## src/inc/pair_io_pkg.sv

```systemverilog
// Shared constants and types for the timer pair I/O select block.
package pair_io_pkg;

  // ----------------------------------------
  // Sizes
  // ----------------------------------------
  localparam int unsigned NCH     = 4;
  localparam int unsigned REG_W   = 16;
  localparam int unsigned FIELD_W = 4;

  // ----------------------------------------
  // Select register layout and reset value
  // ----------------------------------------
  localparam int unsigned        PAIR23_LSB = 12;
  localparam int unsigned        PAIR01_LSB = 8;
  localparam logic [REG_W-1:0]   SEL_RESET  = 16'h0000;
  localparam logic [REG_W-1:0]   SEL_MASK   = 16'hFF00;

  // ----------------------------------------
  // Pair modes
  // ----------------------------------------
  typedef enum logic [FIELD_W-1:0] {
    MODE_STD16      = 4'h0,
    MODE_FULL       = 4'h1,
    MODE_SHARED_EXT = 4'h2,
    MODE_SHARED_CH  = 4'h3,
    MODE_TIMER_SS   = 4'h4,
    MODE_SOFT_SIM   = 4'h5,
    MODE_SOFT_SS    = 4'h6,
    MODE_TIMER_ST   = 4'h7,
    MODE_SHARED_SS  = 4'h8
  } mode_t;

  // ----------------------------------------
  // Timer control field values
  // ----------------------------------------
  localparam logic [2:0] FUNC_RESET   = 3'h0;
  localparam logic [2:0] FUNC_CAPTURE = 3'h4;
  localparam logic [1:0] EGS_RISING   = 2'h1;
  localparam logic [1:0] EGS_RESET    = 2'h0;

  // ----------------------------------------
  // Channel waveform model timing
  // ----------------------------------------
  localparam logic [3:0] WAVE_HALF_CYC = 4'h7;
  localparam logic [3:0] CNT_RESET     = 4'h0;

endpackage

```

## src/inc/pair_link_if.sv

```systemverilog
// Link between the pair I/O select and the timer channels around it.
`timescale 1ns/10ps
`default_nettype none
interface pair_link_if;
  logic [3:0]  channel_waveform_out;
  logic [3:0]  trig_level;
  logic [3:0]  start_pulse;
  logic [3:0]  stop_pulse;
  logic        sel_wr;
  logic [15:0] sel_wdata;
  logic [15:0] sel_rdata;

  modport device (
    input  channel_waveform_out,
    input  sel_wr,
    input  sel_wdata,
    output trig_level,
    output start_pulse,
    output stop_pulse,
    output sel_rdata
  );

  modport partner (
    output channel_waveform_out,
    output sel_wr,
    output sel_wdata,
    input  trig_level,
    input  start_pulse,
    input  stop_pulse,
    input  sel_rdata
  );
endinterface
`default_nettype wire

```

## src/verilog/timer_pair_io_select.sv

```systemverilog
// Pin and cascade routing for base-timer channels 0 to 3.
`timescale 1ns/10ps
`default_nettype none

// Functional notes
// - Mode 8 takes lower cascade as startup trigger.
// - Mode 8 drives both A pins, B unused.
// - Mode 8 feeds cascade to both channels.
// - Mode 8 forwards cascade input upward.
// - Mode 2 cascade is synchronised even B pin.
// - Modes 4, 6, 7 cascade even A output.
// - Modes 3, 8 cascade pass lower trigger.
// - Software never sets modes 3, 8 on 0/1.
// - Software sets rising edge select in mode 8.
// - No rising setting with pulse width capture.
// - Falling stop trigger edge stops the timer.
// - Register holds two four-bit pair fields.
// - Bits 15:12 select channels 2/3 mode.
// - Bits 11:8 select channels 0/1 mode.
// - Rewrite only with timers in reset mode.
module timer_pair_io_select (
  input  wire logic       ref_clk_i,
  input  wire logic       rst_i,
  pair_link_if.device     link,
  input  wire logic [1:0] even_pin_b_i,
  input  wire logic [1:0] odd_pin_b_i,
  output logic      [3:0] pin_a_o,
  output logic      [3:0] pin_a_oe_o,
  output logic            cascade_out_o
);

  // ----------------------------------------
  // Helpers
  // ----------------------------------------
  function automatic logic cascade_pick(
    input logic [3:0] mode,
    input logic       pin_b_even,
    input logic       wave_even,
    input logic       casc_in
  );
    logic r;
    r = 1'b0;
    unique case (mode)
      pair_io_pkg::MODE_SHARED_EXT: r = pin_b_even;
      pair_io_pkg::MODE_TIMER_SS,
      pair_io_pkg::MODE_SOFT_SS,
      pair_io_pkg::MODE_TIMER_ST:   r = wave_even;
      pair_io_pkg::MODE_SHARED_CH,
      pair_io_pkg::MODE_SHARED_SS:  r = casc_in;
      pair_io_pkg::MODE_STD16,
      pair_io_pkg::MODE_FULL,
      pair_io_pkg::MODE_SOFT_SIM:   r = 1'b0;
      // Codes above 8 are refused upstream, so the default only keeps routing quiet.
      default:                      r = 1'b0;
    endcase
    return r;
  endfunction

  function automatic logic trig_pick(
    input logic [3:0] mode,
    input logic       odd,
    input logic       pin_b_own,
    input logic       pin_b_even,
    input logic       wave_even,
    input logic       casc_in
  );
    logic r;
    r = pin_b_own;
    unique case (mode)
      pair_io_pkg::MODE_SHARED_EXT: r = pin_b_even;
      pair_io_pkg::MODE_SHARED_CH,
      pair_io_pkg::MODE_SHARED_SS:  r = casc_in;
      pair_io_pkg::MODE_TIMER_SS,
      pair_io_pkg::MODE_TIMER_ST:   r = odd ? wave_even : pin_b_own;
      pair_io_pkg::MODE_SOFT_SIM,
      pair_io_pkg::MODE_SOFT_SS:    r = odd ? wave_even : 1'b0;
      pair_io_pkg::MODE_STD16,
      pair_io_pkg::MODE_FULL:       r = pin_b_own;
      default:                      r = pin_b_own;
    endcase
    return r;
  endfunction

  function automatic logic uses_stop(
    input logic [3:0] mode,
    input logic       odd
  );
    logic r;
    r = (mode == pair_io_pkg::MODE_SHARED_SS);
    if (odd && (mode == pair_io_pkg::MODE_TIMER_SS
             || mode == pair_io_pkg::MODE_SOFT_SS)) begin
      r = 1'b1;
    end
    return r;
  endfunction

  function automatic logic [3:0] pair_field(
    input logic [15:0] sel,
    input int unsigned lsb
  );
    return sel[lsb +: pair_io_pkg::FIELD_W];
  endfunction

  // ----------------------------------------
  // State
  // ----------------------------------------
  logic [15:0] sel_q, sel_d;
  logic [3:0]  trig_q, trig_d;
  logic [3:0]  start_q, start_d;
  logic [3:0]  stop_q, stop_d;
  logic [3:0]  pin_a_q, pin_a_d;
  logic [3:0]  oe_q, oe_d;
  logic        casc_q, casc_d;
  logic [3:0]  pin_b_s;
  logic [3:0]  mode01, mode23, mode_c;
  logic        casc01;

  // Pins arrive from outside the clock domain, so they pass the filter first.
  pin_sync3 u_pin_sync (
    .ref_clk_i (ref_clk_i),
    .rst_i     (rst_i),
    .pin_i     ({odd_pin_b_i[1], even_pin_b_i[1], odd_pin_b_i[0], even_pin_b_i[0]}),
    .pin_o     (pin_b_s)
  );

  // ----------------------------------------
  // Select register
  // ----------------------------------------
  always_comb begin
    sel_d = sel_q;
    if (link.sel_wr) begin
      // Only the two pair fields exist; the low byte reads as zero.
      sel_d = link.sel_wdata & pair_io_pkg::SEL_MASK;
    end
  end

  always_ff @(posedge ref_clk_i) begin
    if (rst_i) begin
      sel_q <= pair_io_pkg::SEL_RESET;
    end else begin
      sel_q <= sel_d;
    end
  end

  // ----------------------------------------
  // Routing and edge detection
  // ----------------------------------------
  always_comb begin
    mode23 = pair_field(sel_q, pair_io_pkg::PAIR23_LSB);
    mode01 = pair_field(sel_q, pair_io_pkg::PAIR01_LSB);
    for (int c = 0; c < 4; c++) begin
      mode_c = (c < 2) ? mode01 : mode23;
      trig_d[c] = trig_pick(mode_c, c[0], pin_b_s[c], pin_b_s[c & 2],
                            link.channel_waveform_out[c & 2], (c < 2) ? 1'b0 : casc01);
      // The registered level gives a clean edge in the peripheral clock.
      start_d[c] = trig_d[c] && !trig_q[c];
      stop_d[c]  = !trig_d[c] && trig_q[c]
                   && uses_stop(mode_c, c[0]);
      pin_a_d[c] = link.channel_waveform_out[c];
      oe_d[c]    = 1'b1;
    end
  end

  always_ff @(posedge ref_clk_i) begin
    if (rst_i) begin
      trig_q  <= 4'h0;
      start_q <= 4'h0;
      stop_q  <= 4'h0;
      pin_a_q <= 4'h0;
      oe_q    <= 4'h0;
    end else begin
      trig_q  <= trig_d;
      start_q <= start_d;
      stop_q  <= stop_d;
      pin_a_q <= pin_a_d;
      oe_q    <= oe_d;
    end
  end

  // ----------------------------------------
  // Cascade toward higher channels
  // ----------------------------------------
  always_comb begin
    // Nothing sits below channels 0 and 1, so their cascade input is tied low.
    casc01 = cascade_pick(mode01, pin_b_s[0], link.channel_waveform_out[0], 1'b0);
    casc_d = cascade_pick(mode23, pin_b_s[2], link.channel_waveform_out[2], casc01);
  end

  // One flop here keeps the path into the next pair short at the cost of a cycle.
  always_ff @(posedge ref_clk_i) begin
    if (rst_i) begin
      casc_q <= 1'b0;
    end else begin
      casc_q <= casc_d;
    end
  end

  // ----------------------------------------
  // Outputs
  // ----------------------------------------
  assign link.sel_rdata   = sel_q;
  assign link.trig_level  = trig_q;
  assign link.start_pulse = start_q;
  assign link.stop_pulse  = stop_q;
  assign pin_a_o          = pin_a_q;
  assign pin_a_oe_o       = oe_q;
  assign cascade_out_o    = casc_q;

endmodule
`default_nettype wire

```

## src/verilog/pin_sync3.sv

```systemverilog
// Three-stage pin synchroniser that accepts a change once stages two and three agree.
`timescale 1ns/10ps
`default_nettype none
module pin_sync3 (
  input  wire logic       ref_clk_i,
  input  wire logic       rst_i,
  input  wire logic [3:0] pin_i,
  output logic      [3:0] pin_o
);

  logic [3:0] s1_q, s2_q, s3_q, out_q;
  logic [3:0] out_d;

  // ----------------------------------------
  // Filter
  // ----------------------------------------
  always_comb begin
    out_d = out_q;
    for (int i = 0; i < 4; i++) begin
      if (s2_q[i] == s3_q[i]) begin
        out_d[i] = s3_q[i];
      end
    end
  end

  always_ff @(posedge ref_clk_i) begin
    if (rst_i) begin
      s1_q  <= 4'h0;
      s2_q  <= 4'h0;
      s3_q  <= 4'h0;
      out_q <= 4'h0;
    end else begin
      s1_q  <= pin_i;
      s2_q  <= s1_q;
      s3_q  <= s2_q;
      out_q <= out_d;
    end
  end

  assign pin_o = out_q;

endmodule
`default_nettype wire

```

## src/flat_wrapper.sv

```systemverilog
// flat-port wrapper written by rule: the top's interface ports become plain ports
module timer_pair_io_select_flat 
  (ref_clk_i, rst_i, even_pin_b_i, odd_pin_b_i, pin_a_o, pin_a_oe_o, cascade_out_o, link_channel_waveform_out, link_sel_wr, link_sel_wdata, link_trig_level, link_start_pulse, link_stop_pulse, link_sel_rdata);
  pair_link_if link_i ();
  input  wire logic ref_clk_i;
  input  wire logic rst_i;
  input  wire logic [1:0] even_pin_b_i;
  input  wire logic [1:0] odd_pin_b_i;
  output logic      [3:0] pin_a_o;
  output logic      [3:0] pin_a_oe_o;
  output logic cascade_out_o;
  input wire logic [$bits(link_i.channel_waveform_out)-1:0] link_channel_waveform_out;
  input wire logic [$bits(link_i.sel_wr)-1:0] link_sel_wr;
  input wire logic [$bits(link_i.sel_wdata)-1:0] link_sel_wdata;
  output wire logic [$bits(link_i.trig_level)-1:0] link_trig_level;
  output wire logic [$bits(link_i.start_pulse)-1:0] link_start_pulse;
  output wire logic [$bits(link_i.stop_pulse)-1:0] link_stop_pulse;
  output wire logic [$bits(link_i.sel_rdata)-1:0] link_sel_rdata;
  assign link_i.channel_waveform_out = link_channel_waveform_out;
  assign link_i.sel_wr = link_sel_wr;
  assign link_i.sel_wdata = link_sel_wdata;
  assign link_trig_level = link_i.trig_level;
  assign link_start_pulse = link_i.start_pulse;
  assign link_stop_pulse = link_i.stop_pulse;
  assign link_sel_rdata = link_i.sel_rdata;
  timer_pair_io_select u_core (.ref_clk_i(ref_clk_i), .rst_i(rst_i), .link(link_i), .even_pin_b_i(even_pin_b_i), .odd_pin_b_i(odd_pin_b_i), .pin_a_o(pin_a_o), .pin_a_oe_o(pin_a_oe_o), .cascade_out_o(cascade_out_o));
endmodule
```

## config.mk

```make
export PLATFORM = sky130hd
export DESIGN_NAME = timer_pair_io_select_flat
export DESIGN_NICKNAME = d
export VERILOG_FILES = /design/src/inc/pair_io_pkg.sv /design/src/inc/pair_link_if.sv /design/src/verilog/timer_pair_io_select.sv /design/src/verilog/pin_sync3.sv /design/src/flat_wrapper.sv
export SDC_FILE = /design/constraint.sdc
export NUM_CORES = 1
export LEC_CHECK = 0
export ABC_AREA = 1
export ABC_CLOCK_PERIOD_IN_PS = 1080
export BUFFER_PORTS_ARGS = -buffer_cell sky130_fd_sc_hd__clkbuf_2
export CAP_MARGIN = 20
export CORE_MARGIN = 5
export CORE_UTILIZATION = 42
export DETAILED_ROUTE_END_ITERATION = 8
export PLACE_DENSITY = 0.81
export SETUP_SLACK_MARGIN = 0.5
export SLEW_MARGIN = 20
export SYNTH_ARGS = -nofsm -noshare
export SYNTH_HDL_FRONTEND = slang
export SYNTH_SLANG_ARGS = --single-unit
```

## constraint.sdc

```tcl
create_clock -name ref_clk_i -period 1.08 [get_ports ref_clk_i]
set_clock_uncertainty 0.15 [all_clocks]
set_input_delay 0.162 -clock ref_clk_i [delete_from_list [all_inputs] [get_ports ref_clk_i]]
set_output_delay 0.162 -clock ref_clk_i [all_outputs]
set_load 0.005 [all_outputs]
```

==> results of run 1 <==
[state kept, by name, summed over array words and instances (netlist names)]
signal                   cells
u_core.link.start_pulse      4
u_core.link.sel_rdata        8
u_core.link.stop_pulse       4
u_core.pin_a_oe_o            1
u_core.u_pin_sync.pin_o      4
u_core.u_pin_sync.s3_q       4
u_core.u_pin_sync.s2_q       4
u_core.cascade_out_o         1
u_core.pin_a_o               4
u_core.u_pin_sync.s1_q       4
u_core.link.trig_level       4
[area by class of cell]
| cell class | count | area [um^2] | share of cell area |
|---|---|---|---|
| inverter | 31 | 143.9 | 0.05750 |
| sequential | 42 | 909.6 | 0.3635 |
| tap | 48 | 60.06 | 0.02400 |
| timing repair buffer | 74 | 565.5 | 0.2260 |
| multi-input combinational | 109 | 732.0 | 0.2925 |
| clock buffer | 7 | 86.33 | 0.03450 |
| clock inverter | 1 | 5.005 | 0.002000 |
[how the worst max path moves through the flow]
stage / to / slack [ns] / cells past startpoint
after detailed placement: u_core.link.start_pulse[2] / -0.13 / 7
after CTS: u_core.link.start_pulse[2] / -0.15 / 7
after floorplan: u_core.link.start_pulse[2] / -0.06 / 8
after global placement: u_core.link.start_pulse[2] / -0.12 / 7
final: u_core.link.start_pulse[2] / -0.22 / 7
after global routing: u_core.link.start_pulse[2] / -0.27 / 7
[logic make-up (layout without fill, tap and decap cells)]
group / count (synthesis) / count (layout) / synth area share
flip-flops: 42 / 42 / 0.5308
AO/OA/AOI/OAI: 30 / 30 / 0.09953
buffers and inverters: 46 / 113 / 0.1367
other: 1 / 8 / 0.002367
AND/OR/NAND/NOR: 71 / 71 / 0.2307
[worst max-delay path, stage by stage, from the launching register on]
cell	delay, ns
dfxtp_4	0.38
nor2_4	0.13
nand3_2	0.13
nand2_4	0.11
nand3_4	0.11
o21ai_4	0.09
nand2_2	0.08
nor2_2	0.07
[through the flow]
stage	setup TNS (ns)	hold WS, ns
floorplan	-0.2842	0.1165
global placement	-1.005	0.2034
detailed placement	-1.190	0.2077
CTS	-1.869	-0.09546
global route	-3.794	-0.08896
finish	-2.967	-0.09127
[report_power, final]
group	total [mW]	switching [mW]	internal [mW]	leakage [nW]
clock network	1.01	0.492	0.515	0.0482
logic	0.479	0.237	0.241	0.742
registers	1.67	0.0701	1.60	0.361
[repair_timing]
item | 4_1_cts | 5_1_grt
hold endpoints to repair | 14 | 10
pin swaps | 10 | 10
gates resized for setup | 43 | 47
buffers inserted | 6 | 7
cloned | 0 | 0
setup endpoints to repair | 63 | 62
[layer usage]
layer	global-route usage	wire (um)	part of all wire
met5	0	0	0
met1	0.1761	1603	0.39
met4	0.05637	55	0.013
met3	0.04208	252	0.062
met2	0.2337	2171	0.53
[placed cells by master (no fill, tap or decap), types with 3 or more instances in the layout]
cell,instances
buf_6,24
nor2_2,8
dfxtp_1,7
inv_2,8
nand2_4,4
o21ai_2,3
inv_4,4
clkbuf_2,34
nor2_4,5
nor2_1,27
nand3_4,3
a21oi_2,9
conb_1,8
nand3_2,3
dfxtp_2,25
inv_1,17
dfxtp_4,10
buf_4,14
o21ai_1,5
a21oi_1,3
o21ai_0,6
nor3_2,3
nand3_1,3
nand2_2,7
clkbuf_8,6
nand2_1,5
==> out/metrics.yaml, run 1 <==
reg2reg_to: "u_core.link.start_pulse[2]"
finalSetupViolations: 25
ys.flop_type: "dfxtp_1"
fmax_mhz: 771.9
period_share: 1.199
gp_congestion: 0.8203
grt_pass1_vias: 1302
nets: 290
hpwl_um: 2301
cts_root_buffer: "clkbuf_8"
drv_slew: 0
ys_async_sr_fraction: 0
hold_ws_ns: -0.09127
ant_nets: 0
synth_common_cells: "42 x dfxtp_1, 32 x nor2_1, 28 x inv_1"
setup_ws_ns: -0.2154
worstHoldPathType: "input port to register"
r2r_cells: 7
r2r_start: "u_core.link.sel_rdata[15]"
fp.dieArea_um2: 5099
crit_arrival_ns: 1.38
boundaryPins: 64
place_inst: 291
htreeDepth: 2
worstSetupStartpoint: "u_core.link.sel_rdata[15]"
grt_max_degree: 20
ys_types: 26
placed_area_um2: 1988
place_ws_ns: -0.1301
cellPowerDensity_nw_per_um2: 1262
synth.avg_cell_area_um2: 8.337
syn_inst: 190
fillers: 255
hold_viol: 11
design_area_um2: 2502
routedWlPerCell_um: 13.08
core_um2: 3661
vias_per_cell: 4.561
crit_type: "register to register"
wl_um: 4082
dr_total_vias: 1423
grtUsageTotal: 0.1428
syn_area_um2: 1584
chipWidth_um: 71.41
layout-drive-gt1-share: 0.6780
yosysWarnings: 0
p_leak_nw: 1.152
rows: 22
clkLatencyLatePin_ns: 0.29
synth_area_leaders: "dfxtp_1 53%, nor2_1 7.6%, inv_1 6.6%, buf_4 5.2%, a21oi_1 4.1%"
synth_top_cell_area_share: 0.5308
grt_pass1_wl_um: 5865
cts_tree: "yes"
fin_cells: 312
violations: "hold timing, setup timing"
start_kind: "register"
cts.clk_slew.worst_paths_ns: 0.07
path_max_fanout: 4
dr.first_iter.drc_count: 31
rsz0062_at_grt: "yes"
total_power_mw: 3.158
overflow: 0
first_pass_iters: 5
hold-path-cell-count: 3
synth_largest_area_cell: "dfxtp_1"
fin_util: 0.6835
vdd_drop_max_mv: 0.6985
crit_path_end_kind: "register"
drc_errors: 0
cts.sinks: 42
diodes: 0
io_buffers: 47
min_period_ns: 1.295
die_y_um: 71.41
area.growth.synth_to_final_pct: 57.98
clockBufferDepth: 2
initial_core_util: 0.4327
status: "finished, violations left"
hold_start: "even_pin_b_i[1]"
critPathRequiredTime_ns: 1.16
synth_edf_count: 0
whs_endpoint: "u_core.u_pin_sync.s1_q[2]"
antenna_found_initial: 0
ys_seq_area_frac: 0.5308
cts_buffers: 5
maxCapViolCount: 0
yosysMostFrequentCell: "dfxtp_1"
ys_ff_latch: 42
reg2reg_slack_ns: -0.22
Power figures use the tool's default switching activity.
==> inputs of run 2 (changes only) <==
BUFFER_PORTS_ARGS = not set   (was -buffer_cell sky130_fd_sc_hd__clkbuf_2)
CORE_UTILIZATION = 54   (was 42)
DONT_BUFFER_PORTS = 1   (was not set)
PLACE_DENSITY = 0.79   (was 0.81)
==> run 2 against run 1 <==
- the flow still finishes with violations (hold timing, setup timing)
- clock power is 14% lower
- combinational power fell by 19%
- sequential share of layout area rose by 5.7 points
- final cell count shrank 20%
- power is 7.0% lower
- clock-buffer cell count is 1 lower
- final area down 13%
==> out/metrics.yaml, run 2 (synthesis gave the netlist of run 1 again) <==
crit_arrival_ns: 1.49  # +0.11 ns
multi_input_comb_area_um2: 710.7  # -2.9%
worstHoldPathType: "input port to register"
max_stage_delay_ns: 0.41  # +0.03 ns
gp_congestion: 0.7988  # -2.6%
core_um2: 2781  # -24%
met1_usage: 0.1913  # +0.01524
critical_path.cell_chain: "nor2_2 > nand3_2 > nand2_2 > nand3_4 > o21ai_4 > nand2_2 > nor2_2"
layout-drive-gt1-share: 0.6147  # -0.06335
boundaryPins: 64  # unchanged
fmax_mhz: 750.6  # -2.8%
routedWlPerCell_um: 15.61  # +19%
grt_pass1_wl_um: 5940  # +1.3%
cts_buffers: 5  # unchanged
r2r_cells: 7  # unchanged
hpwl_um: 2374  # +3.2%
layout_commonest_cell: "nor2_1"
start_kind: "register"
drc_errors: 0  # unchanged
io_buffers: 0  # -100%
period_share: 1.234  # +0.03410
maxCapViolCount: 0  # unchanged
cellPowerDensity_nw_per_um2: 1355  # +7.4%
dr_total_vias: 1295  # -9.0%
p_leak_nw: 0.9210  # -20%
grtUsageMet2: 0.3342  # +0.1005
setup_ws_ns: -0.2523  # -0.03683 ns
clkLatencyLatePin_ns: 0.34  # +0.05 ns
diodes: 0  # unchanged
place_ws_ns: -0.1619  # -0.03185 ns
vdd_drop_max_mv: 1.238  # +77%
area.growth.synth_to_final_pct: 36.73
busiest_layer: "met2"
initial_core_util: 0.5695  # +0.1368
crit_type: "register to register"
hold_viol: 42  # +31
fin_util: 0.7787  # +0.09515
rows: 19  # -14%
hold-path-cell-count: 1  # -2
path_max_fanout: 6  # +2
mostFrequentLayoutCells: "26 x nor2_1, 23 x dfxtp_2, 19 x buf_6, 18 x inv_1"
status: "finished, violations left"
overflow: 0  # unchanged
first_pass_iters: 4  # -1
dr.first_iter.drc_count: 70  # +130%
violations: "hold timing, setup timing"
cts_tree: "yes"
grtUsageTotal: 0.1855  # +0.04269
fp.dieArea_um2: 4117  # -19%
rsz0062_at_grt: "yes"
seq_area_um2: 910.9  # +0.14%
vias_per_cell: 5.201  # +14%
crit_path_end_kind: "register"
cts.sinks: 42  # unchanged
die_y_um: 64.16  # -10%
critPathRequiredTime_ns: 1.24  # +0.08 ns
grt_max_degree: 22  # +10%
min_period_ns: 1.332  # +0.03683 ns
htreeDepth: 2  # unchanged
cp_slowest_cell: "dfxtp_4"
finalSetupViolations: 21  # -16%
cts_root_buffer: "clkbuf_4"
wl_um: 3887  # -4.8%
cts.clk_slew.worst_paths_ns: 0.13  # +0.06 ns
antenna_found_initial: 0  # unchanged
hold_ws_ns: -0.2952  # -0.2039 ns
chipWidth_um: 64.16  # -10%
clockBufferDepth: 2  # unchanged
grt_pass1_vias: 1244  # -4.5%
cp_num_buf_inv: 0  # unchanged
ant_nets: 0  # unchanged
path_delay_family: "simple AND/OR/NAND/NOR gates"
total_power_mw: 2.935  # -7.0%
path_depth: 7  # unchanged
nets: 244  # -16%
fin_setup_tns_ns: -3.447  # -0.4797 ns
use_met3: 0.05604  # +0.01397
largest_reg_flops: 8  # unchanged
drv_slew: 0  # unchanged
fillers: 165  # -35%
==> run 2: cell types whose count changed in the layout (fill, tap and decap cells not counted), moves of 4 or more <==
cell      previous run  this run
buf_4               14         9
buf_6               24        19
clkbuf_2            34         0
clkbuf_4             0         5
nand2_2              7        11
clkbuf_8             6         0
==> run 2: timing repair <==
item                                    4_1_cts  5_1_grt
endpoints found under the hold margin        42       42
buffers inserted                              3        8
cloned                                        0        0
gates resized for setup                      62       20
pin swaps                                     7       10
endpoints found under the setup margin       62       62
==> run 2: through the flow <==
stage	cells	cell area [um^2]	hold slack [ns]
floorplan	197	1758	0.1165
global placement	230	1754	0.07486
detailed placement	230	1754	0.07654
CTS	241	2041	-0.3097
global route	249	2166	-0.3263
finish	249	2166	-0.2952
==> run 2: per-layer routing <==
layer / vias up / wire length [um]
li1: 622 / -
met1: 611 / 1447
met2: 54 / 2082
met3: 8 / 298
met4: 0 / 58
met5: - / 0
==> run 2: worst paths after layout <==
kind                                                    to  slack, ns                      start
worst max-delay path            u_core.link.start_pulse[2]      -0.25  u_core.link.sel_rdata[11]
worst min-delay path             u_core.u_pin_sync.s2_q[0]      -0.30                      rst_i
worst max register to register  u_core.link.start_pulse[2]      -0.25  u_core.link.sel_rdata[11]
worst min register to register   u_core.u_pin_sync.s2_q[1]       0.25  u_core.u_pin_sync.s1_q[1]
==> run 2: area by class of cell <==
class / instances / area share
tap: 31 / 0.01791
timing repair buffer: 28 / 0.1300
inverter: 31 / 0.06990
clock inverter: 2 / 0.004622
sequential: 42 / 0.4206
multi-input combinational: 109 / 0.3281
clock buffer: 6 / 0.02889
==> run 2: where the power goes <==
part           total, mW  switching [mW]  internal (mW)
logic              0.387           0.195          0.191
clock network      0.873           0.486          0.387
registers           1.68          0.0753           1.60
